[src/hdl/lpr_pkg.sv]
// Package: constants, codes and types for the light/proximity result readout
package lpr_pkg;

  // Fixed 7-bit bus address of the slave
  localparam logic [6:0] I2C_ADDR     = 7'h44;

  // Register offsets
  localparam logic [7:0] REG_CMD1     = 8'h00;
  localparam logic [7:0] REG_CMD2     = 8'h01;
  localparam logic [7:0] REG_RES_LO   = 8'h02;
  localparam logic [7:0] REG_RES_HI   = 8'h03;

  // Reset values
  localparam logic [2:0]  MODE_RESET  = 3'h0;
  localparam logic [7:0]  CMD2_RESET  = 8'h00;
  localparam logic [15:0] RESULT_RESET = 16'h0000;

  // Field positions in the first command register
  localparam int MODE_MSB = 7;
  localparam int MODE_LSB = 5;

  // Bits per byte on the bus
  localparam logic [3:0] BYTE_BITS    = 4'h8;
  localparam logic [3:0] LAST_BIT     = 4'h7;

  // Resolution codes
  localparam logic [1:0] RES_16 = 2'h0;
  localparam logic [1:0] RES_12 = 2'h1;
  localparam logic [1:0] RES_8  = 2'h2;
  localparam logic [1:0] RES_4  = 2'h3;

  // Modulation code for the modulated LED setting; others drive DC
  localparam logic [1:0] MOD_360K = 2'h3;
  // Mode low bits that select proximity sensing
  localparam logic [1:0] PHASE_PROX = 2'h3;

  // LED modulation timing
  localparam int CLK_FREQ_KHZ    = 50000;
  localparam int MOD_FREQ_KHZ    = 360;
  localparam int MOD_HALF_CYCLES = CLK_FREQ_KHZ / (2 * MOD_FREQ_KHZ);
  localparam logic [7:0] MOD_HALF_LAST = 8'(MOD_HALF_CYCLES - 1);

  // Second command register layout
  typedef struct packed {
    logic [1:0] drive;
    logic [1:0] mod_freq;
    logic [1:0] res;
    logic [1:0] fsr;
  } lpr_cmd2_s;

  // Bus slave states, one-hot
  typedef enum logic [5:0] {
    ST_IDLE  = 6'h01,
    ST_ADDR  = 6'h02,
    ST_ACK   = 6'h04,
    ST_WDATA = 6'h08,
    ST_RDATA = 6'h10,
    ST_RACK  = 6'h20
  } lpr_state_e;

endpackage

[src/hdl/lpr_readout.sv]
// Module: bus slave, conversion timing, result registers and LED gating
`timescale 1ns/1ps
module lpr_readout
  import lpr_pkg::*;
(
  // Clock and reset
  input  wire logic       clk,
  input  wire logic       rst,
  // Serial bus pins, data is open-drain
  input  wire logic       scl_in,
  input  wire logic       sda_in,
  output logic            sda_out,
  output logic            sda_oe,
  // Analog front end
  input  wire logic       osc_tick,
  input  wire logic       adc_pulse,
  // LED driver and status
  output logic            ir_led_drive_output,
  output logic [1:0]      ir_drive_current,
  output logic            conv_busy
);

  // Highest count for a resolution code: 2^n - 1
  function automatic logic [15:0] res_limit(input logic [1:0] res);
    logic [15:0] lim;
    lim = 16'hffff;
    unique case (res)
      RES_16: lim = 16'hffff;
      RES_12: lim = 16'h0fff;
      RES_8:  lim = 16'h00ff;
      RES_4:  lim = 16'h000f;
    endcase
    return lim;
  endfunction

  // Byte returned for a register pointer
  function automatic logic [7:0] rd_byte(input logic [7:0] p, input logic [2:0] m,
                                         input lpr_cmd2_s c2, input logic [15:0] s);
    logic [7:0] b;
    b = 8'h00;
    unique case (p)
      REG_CMD1:   b = {m, 5'h00};
      REG_CMD2:   b = c2;
      REG_RES_LO: b = s[7:0];
      REG_RES_HI: b = s[15:8];
      default:    b = 8'h00;
    endcase
    return b;
  endfunction

  ////////////////////////////////////////////////////////////////////////////
  // Declarations

  lpr_state_e  state;
  logic [3:0]  bitcnt;
  logic [7:0]  shreg;
  logic        rw;
  logic        first_byte;
  logic        host_ack;
  logic [7:0]  ptr;
  logic [2:0]  mode;
  lpr_cmd2_s   cmd2;
  logic [15:0] snap;
  logic        cmd_wr;
  logic        scl_q;
  logic        sda_q;
  logic [15:0] int_cnt;
  logic [15:0] acc;
  logic [15:0] result;
  logic [7:0]  mod_cnt;
  logic        mod_phase;

  logic        scl_rise;
  logic        scl_fall;
  logic        start_c;
  logic        stop_c;
  logic [7:0]  next_ptr;
  logic [7:0]  next_byte;
  logic [7:0]  this_byte;
  logic [15:0] lim;
  logic [15:0] next_acc;

  ////////////////////////////////////////////////////////////////////////////
  // Bus event decode

  // Pins are synchronous, so one stage of history suffices for edges
  always_ff @(posedge clk) begin
    if (rst) begin
      scl_q <= 1'b1;
      sda_q <= 1'b1;
    end else begin
      scl_q <= scl_in;
      sda_q <= sda_in;
    end
  end

  // Edges and start/stop conditions
  assign scl_rise  = scl_in & ~scl_q;
  assign scl_fall  = ~scl_in & scl_q;
  assign start_c   = scl_in & scl_q & sda_q & ~sda_in;
  assign stop_c    = scl_in & scl_q & ~sda_q & sda_in;
  assign next_ptr  = ptr + 8'h01;
  assign next_byte = rd_byte(next_ptr, mode, cmd2, snap);
  assign this_byte = rd_byte(ptr, mode, cmd2, snap);

  ////////////////////////////////////////////////////////////////////////////
  // Bus slave and command registers

  // Open-drain: only ever pull low, so the data value is fixed at zero
  always_ff @(posedge clk) begin
    sda_out <= 1'b0;
  end

  // Slave sequencer; start and stop override any state
  always_ff @(posedge clk) begin
    if (rst) begin
      state      <= ST_IDLE;
      bitcnt     <= 4'h0;
      shreg      <= 8'h00;
      rw         <= 1'b0;
      first_byte <= 1'b0;
      host_ack   <= 1'b0;
      ptr        <= 8'h00;
      mode       <= MODE_RESET;
      cmd2       <= CMD2_RESET;
      snap       <= RESULT_RESET;
      cmd_wr     <= 1'b0;
      sda_oe     <= 1'b0;
    end else begin
      cmd_wr <= 1'b0;
      if (start_c) begin
        state  <= ST_ADDR;
        bitcnt <= 4'h0;
        sda_oe <= 1'b0;
      end else if (stop_c) begin
        state  <= ST_IDLE;
        sda_oe <= 1'b0;
      end else begin
        unique case (state)
          ST_IDLE: begin
            sda_oe <= 1'b0;
          end
          ST_ADDR: begin
            if (scl_rise) begin
              shreg  <= {shreg[6:0], sda_in};
              bitcnt <= bitcnt + 4'h1;
            end else if (scl_fall && bitcnt == BYTE_BITS) begin
              if (shreg[7:1] == I2C_ADDR) begin
                state      <= ST_ACK;
                sda_oe     <= 1'b1;
                rw         <= shreg[0];
                first_byte <= 1'b1;
                // Freeze the result for the whole read transfer
                if (shreg[0]) begin
                  snap <= result;
                end
              end else begin
                state <= ST_IDLE;
              end
            end
          end
          ST_ACK: begin
            if (scl_fall) begin
              bitcnt <= 4'h0;
              if (rw) begin
                shreg  <= this_byte;
                sda_oe <= ~this_byte[7];
                state  <= ST_RDATA;
              end else begin
                sda_oe <= 1'b0;
                state  <= ST_WDATA;
              end
            end
          end
          ST_WDATA: begin
            if (scl_rise) begin
              shreg  <= {shreg[6:0], sda_in};
              bitcnt <= bitcnt + 4'h1;
            end else if (scl_fall && bitcnt == BYTE_BITS) begin
              sda_oe     <= 1'b1;
              state      <= ST_ACK;
              first_byte <= 1'b0;
              if (first_byte) begin
                ptr <= shreg;
              end else begin
                ptr <= next_ptr;
                // Result bytes are read-only; writes there are dropped
                if (ptr == REG_CMD1) begin
                  mode   <= shreg[MODE_MSB:MODE_LSB];
                  cmd_wr <= 1'b1;
                end else if (ptr == REG_CMD2) begin
                  cmd2   <= lpr_cmd2_s'(shreg);
                  cmd_wr <= 1'b1;
                end
              end
            end
          end
          ST_RDATA: begin
            if (scl_fall) begin
              if (bitcnt == LAST_BIT) begin
                sda_oe <= 1'b0;
                state  <= ST_RACK;
              end else begin
                shreg  <= {shreg[6:0], 1'b0};
                sda_oe <= ~shreg[6];
                bitcnt <= bitcnt + 4'h1;
              end
            end
          end
          ST_RACK: begin
            if (scl_rise) begin
              host_ack <= ~sda_in;
            end else if (scl_fall) begin
              ptr <= next_ptr;
              if (host_ack) begin
                shreg  <= next_byte;
                sda_oe <= ~next_byte[7];
                bitcnt <= 4'h0;
                state  <= ST_RDATA;
              end else begin
                state <= ST_IDLE;
              end
            end
          end
          default: begin
            state  <= ST_IDLE;
            sda_oe <= 1'b0;
          end
        endcase
      end
    end
  end

  ////////////////////////////////////////////////////////////////////////////
  // Conversion timing and result

  // Count saturates at 2^n - 1, so bits above n stay zero
  assign lim      = res_limit(cmd2.res);
  assign next_acc = (adc_pulse && acc < lim) ? acc + 16'h0001 : acc;

  // A command write restarts the conversion and wins over a completion
  always_ff @(posedge clk) begin
    if (rst) begin
      conv_busy <= 1'b0;
      int_cnt   <= 16'h0000;
      acc       <= 16'h0000;
      result    <= RESULT_RESET;
    end else if (cmd_wr) begin
      conv_busy <= (mode[1:0] != 2'h0);
      int_cnt   <= 16'h0000;
      acc       <= 16'h0000;
    end else if (conv_busy && osc_tick) begin
      // >= guards against a limit that shrank mid-conversion
      if (int_cnt >= lim) begin
        result  <= next_acc;
        int_cnt <= 16'h0000;
        acc     <= 16'h0000;
        if (!mode[2]) begin
          conv_busy <= 1'b0;
        end
      end else begin
        int_cnt <= int_cnt + 16'h0001;
        acc     <= next_acc;
      end
    end
  end

  ////////////////////////////////////////////////////////////////////////////
  // IR LED drive

  // Modulation square wave; unsupported codes fall back to DC
  always_ff @(posedge clk) begin
    if (rst) begin
      mod_cnt   <= 8'h00;
      mod_phase <= 1'b1;
    end else if (cmd2.mod_freq != MOD_360K) begin
      mod_cnt   <= 8'h00;
      mod_phase <= 1'b1;
    end else if (mod_cnt == MOD_HALF_LAST) begin
      mod_cnt   <= 8'h00;
      mod_phase <= ~mod_phase;
    end else begin
      mod_cnt   <= mod_cnt + 8'h01;
    end
  end

  // LED only while a proximity conversion runs
  always_ff @(posedge clk) begin
    if (rst) begin
      ir_led_drive_output <= 1'b0;
      ir_drive_current    <= 2'h0;
    end else begin
      ir_led_drive_output <= conv_busy && (mode[1:0] == PHASE_PROX) && mod_phase;
      ir_drive_current    <= cmd2.drive;
    end
  end

endmodule // lpr_readout

[config.mk]
export PLATFORM = sky130hd
export DESIGN_NAME = lpr_readout
export DESIGN_NICKNAME = d
export VERILOG_FILES = /design/src/hdl/lpr_pkg.sv /design/src/hdl/lpr_readout.sv
export SDC_FILE = /design/constraint.sdc
export NUM_CORES = 1
export LEC_CHECK = 0
export BUFFER_PORTS_ARGS = -buffer_cell sky130_fd_sc_hd__buf_2
export CORE_MARGIN = 2
export CORE_UTILIZATION = 25
export DETAILED_ROUTE_END_ITERATION = 7
export GPL_TIMING_DRIVEN = 0
export HOLD_SLACK_MARGIN = 0.15
export PLACE_DENSITY = 0.44
export SYNTH_ARGS = -nofsm -noshare
export SYNTH_HDL_FRONTEND = slang
export SYNTH_SLANG_ARGS = --single-unit
[constraint.sdc]
create_clock -name clk -period 7.9 [get_ports clk]
set_clock_uncertainty 0.2 [all_clocks]
set_input_delay 1.185 -clock clk [delete_from_list [all_inputs] [get_ports clk]]
set_output_delay 1.185 -clock clk [all_outputs]
set_load 0.005 [all_outputs]
### After elaboration in Yosys (flattened, before gate mapping)

Cells that the tools add are included.

| storage, ports and cells | value |
|---|---|
| word-level logic and storage cells | 204 |
| flip-flop bits (word level) | 121 |

| operators by class | value |
|---|---|
| $lt $le $gt $ge | 2 |
| multiplexer cells | 66 |
| reduce and logical (&&, ||, !) cells | 35 |
| bitwise gates (word level) | 24 |
| equal/unequal tests | 46 |
| $add $sub $neg | 5 |

Operators with widths:

| cell | count |
|---|---|
| 8-bit two-way mux | 13 |
| 8-bit one-hot mux with 4 select lines | 3 |
| 16-bit one-hot mux with 4 select lines | 1 |
| 6-bit two-way mux | 9 |
| 16-bit two-way mux | 3 |
| 4-bit inequality test, second input constant | 9 |
| 6-bit one-hot mux with 6 select lines | 1 |
| 16-bit by 1-bit adder with 16-bit output, second input constant | 2 |
| 8-bit by 2-bit equality test with 1-bit output, second input constant | 4 |
| 10-bit AND reduction | 3 |
| 4-bit two-way mux | 7 |
| 2-bit inequality test, second input constant | 14 |
| 7-bit AND reduction | 3 |
| 1-bit two-way mux | 20 |
| 1-bit NOT | 17 |
| 8-bit by 1-bit adder with 8-bit output, second input constant | 2 |
| 8-bit by 1-bit equality test with 1-bit output, second input constant | 2 |
| 16-bit greater-or-equal comparator | 1 |
| 8-bit logical NOT | 2 |
| 16-bit less-than comparator | 1 |
| 4-bit one-hot mux with 4 select lines | 1 |
| 8-bit one-hot mux with 2 select lines | 1 |
| 8-bit AND reduction | 2 |
| 11-bit AND reduction | 1 |
| other kinds (32) | 56 |

### Depth between registers and ports, before layout

| depth | value |
|---|---|
| depth in word-level cells | 8 |
| depth in mapped cells | 10 |
| depth with buffers taken out | 8 |

### Worst setup path before layout

No wires, ideal clock.

| timing | value |
|---|---|
| path kind | input-to-reg |
| from | input port scl_in |
| to | register cmd2[6] in the netlist's numbering |
| setup time | 0.128 ns |
| arrival | 3.145 ns |
| data required time | 7.572 ns |
| setup slack | 4.428 ns |
| stages | 8 |
| path through | clkbuf_1 -> or4bb_1 -> nor4_4 -> or4b_4 -> nor3b_2 -> buf_6 -> mux2i_1 -> nor2_1 |

| between the ends | value |
|---|---|
| longest elaborated chain between the ends | 5 |
| elaborated cells on any way between the ends | 13 |

RTL lines:

| element | line | text |
|---|---|---|
| start: declaration | lpr_readout.sv:10 | `input wire logic scl_in,` |
| 1-bit bitwise AND | lpr_readout.sv:100, lpr_readout.sv:101 |  |
| 1-bit bitwise AND (on tied branches) (2 in series) | lpr_readout.sv:100, lpr_readout.sv:101 |  |
| 1-bit NOT (no source line) | - |  |
| 8-bit AND reduction (no source line) (*) | - |  |
| end signal: assignment | lpr_readout.sv:192 | `cmd2 <= lpr_cmd2_s'(shreg);` |
| end: declaration | lpr_readout.sv:62 | `lpr_cmd2_s cmd2;` |

Every way passes the cells marked *; elsewhere a longest branch is shown, timed or not.
A chain may end at the register's enable or synchronous reset.

### Worst setup path after layout

| timing | value |
|---|---|
| from | register cmd2[3] in the netlist's numbering |
| to | register int_cnt[5] |

| between the ends | value |
|---|---|
| longest elaborated chain between the ends | 4 |
| elaborated cells on any way between the ends | 7 |

RTL lines:

| element | line | text |
|---|---|---|
| 2-bit equality test, or another cell as far along | lpr_readout.sv:27 | `unique case (res)` |
| 16-bit one-hot mux with 4 select lines (*) | lpr_readout.sv:27 |  |
| 16-bit greater-or-equal comparator (*) | lpr_readout.sv:254 | `if (int_cnt >= lim) begin` |
| 16-bit two-way mux (*) | lpr_readout.sv:254 |  |
| end signal: assignment | lpr_readout.sv:262 | `int_cnt <= int_cnt + 16'h0001;` |
| end: declaration | lpr_readout.sv:67 | `logic [15:0] int_cnt;` |

Every way passes the cells marked *; elsewhere a longest branch is shown, timed or not. The select of a mux whose other input is x is not followed.

==> results.yml <==
status:
  status: "completed"
timing:
  rsz0062_at_grt: "false"
  period_share: 0.4786
  finalMaxSlewViolations: 0
  fmax_ghz: 0.2645
  setup_viol: 0
  worst_slack_ns: 4.119
  fin_crit_ns: 3.781
  hold_viol_final: 0
  max_slew.worst_pin.slew_ns: 0.8862
  worst_slew_margin_rel: 0.4052
  finalSetupTns_ns: 0
critical_path:
  r2r_cells: 10
  worst_path_largest_cell_delay_ns: 0.65
  path_buf_inv: 2
  critPathTopFamily: "compound AO/OA/AOI/OAI gates"
  path_cells: "buf_2, or2_2, ha_1, nand4_1, a211o_1, a31oi_1, nor2_1, o21ai_0, clkbuf_1, nor2_1"
  cp_max_fo: 10
  cp_slowest_cell: "o21ai_0"
  r2r_setup_slack_ns: 4.12
  worst-endpoint-required_ns: 7.99
  cp-end-kind: "register"
  critPathLaunchType: "register"
  critPathKind: "register to register"
  crit_cells: 10
  path_common_cell: "nor2_1"
  crit_arrival_ns: 3.87
global_routing:
  grt_use_total: 0.1418
  first_global_vias: 5540
  grt_first_pass_wirelength_um: 31480
  grt_max_degree: 17
  grt.overflow.total: 0
  antenna_found_initial: 0
flow_run:
  drv_cap: 0
power_and_ir_drop:
  p_leak_nw: 2.766
  power.density_nw_per_um2: 191.8
  ir_drop_mv: 0.09767
  fin_total_pwr_w: 0.001484
synth:
  syn_avg_cell_area_sq_um: 8.417
  synthTopCellsByArea: "dfxtp_1 36%, nor2_1 6.6%, mux2i_1 5.3%, ha_1 5.1%, xor2_1 3.0%"
  synth_top_area_cell: "dfxtp_1"
  synthArstFlopShare: 0
  ys.warnings.count: 0
  synth-seq-cells: 121
  syn-num-nets: 825
  syn_inst: 792
  syn_area_sq_um: 6666
  synth_edf_count: 0
  ys.flop_type: "dfxtp_1"
  ys_seq_area_frac: 0.3634
  synth_cell_types: 71
  synth_top_area_share: 0.3634
cells_and_area:
  final_core_util: 0.2961
  syn2layout_area_growth_pct: 16.07
  layout_commonest_cell: "dfxtp_1"
  nets: 853
  antennaDiodeCount: 0
  fillers: 2854
  drive_above_1_share: 0.08293
  layout_common_cells: "121 x dfxtp_1, 118 x nor2_1, 45 x nand2_1, 40 x clkbuf_1, 39 x a21oi_1"
hold_path:
  holdCritPathClass: "register to register"
  min_path_cells: 2
clock_tree:
  cts_resized: 0
  clkTransAtPathRegs_ns: 0.06
  htreeDepth: 4
  cts_hold_buf: 0
  post_cts_buffers: 0
  cts_root_buf: "clkbuf_16"
  worstSkewPairLatency_ns: 0.42
  clockBufferDepth: 2
  cts-buffers-inserted: 17
  cts_sinks: 121
  cts_tree: "yes"
route:
  drtIter0Drc: 401
  via_per_inst: 5.043
  finalWirelength_um: 19530
  wl_per_cell_um: 16.73
  drt_pass1_iterations: 6
  vias: 5885
  drc_errors: 0
  drt.antenna.violating_nets: 0
die:
  dieHeight_um: 167.3
  initial_utilization: 0.2551
  rows: 59
  core_sq_um: 26130
  ios: 12
  die-width_um: 167.3
  die_area_sq_um: 27990
placed_design:
  dpl.hpwl_um: 14050
  place_ws_ns: 4.042
  gp_congestion: 0.8123
  port_buffers: 9
==> per-layer routing <==
metal	GRT usage	share of wire
met5	0	0
met4	0.05180	0.021
met3	0.02411	0.031
met2	0.2192	0.45
met1	0.1983	0.50
==> cells in the mapped netlist, types with 3 or more instances <==
| master | count |
|---|---|
| a211oi_1 | 24 |
| a21o_1 | 5 |
| a21oi_1 | 39 |
| a221oi_1 | 5 |
| a222oi_1 | 10 |
| a22o_1 | 4 |
| a22oi_1 | 6 |
| a311oi_1 | 15 |
| a31oi_1 | 7 |
| and2_1 | 5 |
| and3_1 | 9 |
| and4_1 | 6 |
| buf_1 | 3 |
| buf_2 | 6 |
| clkbuf_1 | 37 |
| dfxtp_1 | 121 |
| ha_1 | 27 |
| inv_1 | 12 |
| mux2i_1 | 35 |
| nand2_1 | 45 |
| nand2b_1 | 21 |
| nand3_1 | 29 |
| nand3b_1 | 3 |
| nand4_1 | 14 |
| nor2_1 | 118 |
| nor2b_1 | 8 |
| nor3_1 | 22 |
| nor3b_1 | 5 |
| nor4_1 | 7 |
| o21a_1 | 3 |
| o21ai_0 | 26 |
| o221a_2 | 3 |
| o41ai_1 | 4 |
| or2_2 | 9 |
| or3_1 | 8 |
| or3b_2 | 3 |
| or4_1 | 7 |
| xnor2_1 | 17 |
| xor2_1 | 23 |
==> through the flow <==
step                instance area (sq um)  std cells  hold slack (ns)
finish                               7737       1167           0.2710
global route                         7737       1167           0.3002
CTS                                  7737       1167           0.2779
detailed placement                   7131       1136           0.2692
global placement                     7131       1136           0.2619
floorplan                            6666        792           0.2365
==> cell type report <==
cell class,instances,area (sq um),area share
Buffer,49,210.2,0.02717
Multi-Input combinational cell,610,3989,0.5155
Sequential cell,121,2422,0.3131
Clock buffer,24,491.7,0.06355
Timing Repair Buffer,9,45.04,0.005821
Tap cell,335,419.2,0.05417
Inverter,12,45.04,0.005821
Clock inverter,7,115.1,0.01488
==> cells by family (layout without fill, tap and decap cells) <==
| group | Yosys count | after routing | share of synthesized area |
|---|---|---|---|
| simple gates | 334 | 334 | 0.2583 |
| compound gates | 173 | 173 | 0.1837 |
| flops | 121 | 121 | 0.3634 |
| buf+inv | 61 | 101 | 0.03829 |
| xor+xnor | 40 | 40 | 0.05255 |
| mux | 35 | 35 | 0.05255 |
| fa+ha+maj | 27 | 27 | 0.05068 |
| other cells | 1 | 1 | 0.0005625 |
==> flip-flops by register name (all words and copies together), names as in the netlist, 2 cells and up <==
name and cells:
ptr 8, ir_drive_current 2, shreg 8, result 16
int_cnt 16, snap 16, state 6, acc 16
bitcnt 4, mode 3, cmd2 8, mod_cnt 8
==> tightest hold or removal path: cells and delay by family (launching register included) <==
family / cells / cell delay (ns)
simple gates: 1 / 0.06
compound gates: 1 / 0.06
flops: 1 / 0.31
==> worst paths after layout <==
check | from | to
max | cmd2[3] | int_cnt[5]
min | sda_oe | sda_oe
max reg2reg | cmd2[3] | int_cnt[5]
min reg2reg | sda_oe | sda_oe
==> where the power goes <==
| group | internal (W) | switching (W) |
|---|---|---|
| sequential | 0.000613 | 0.00000289 |
| combinational | 0.0000168 | 0.0000360 |
| clock | 0.000527 | 0.000288 |
Note: power is estimated with default switching activity, not from simulation.
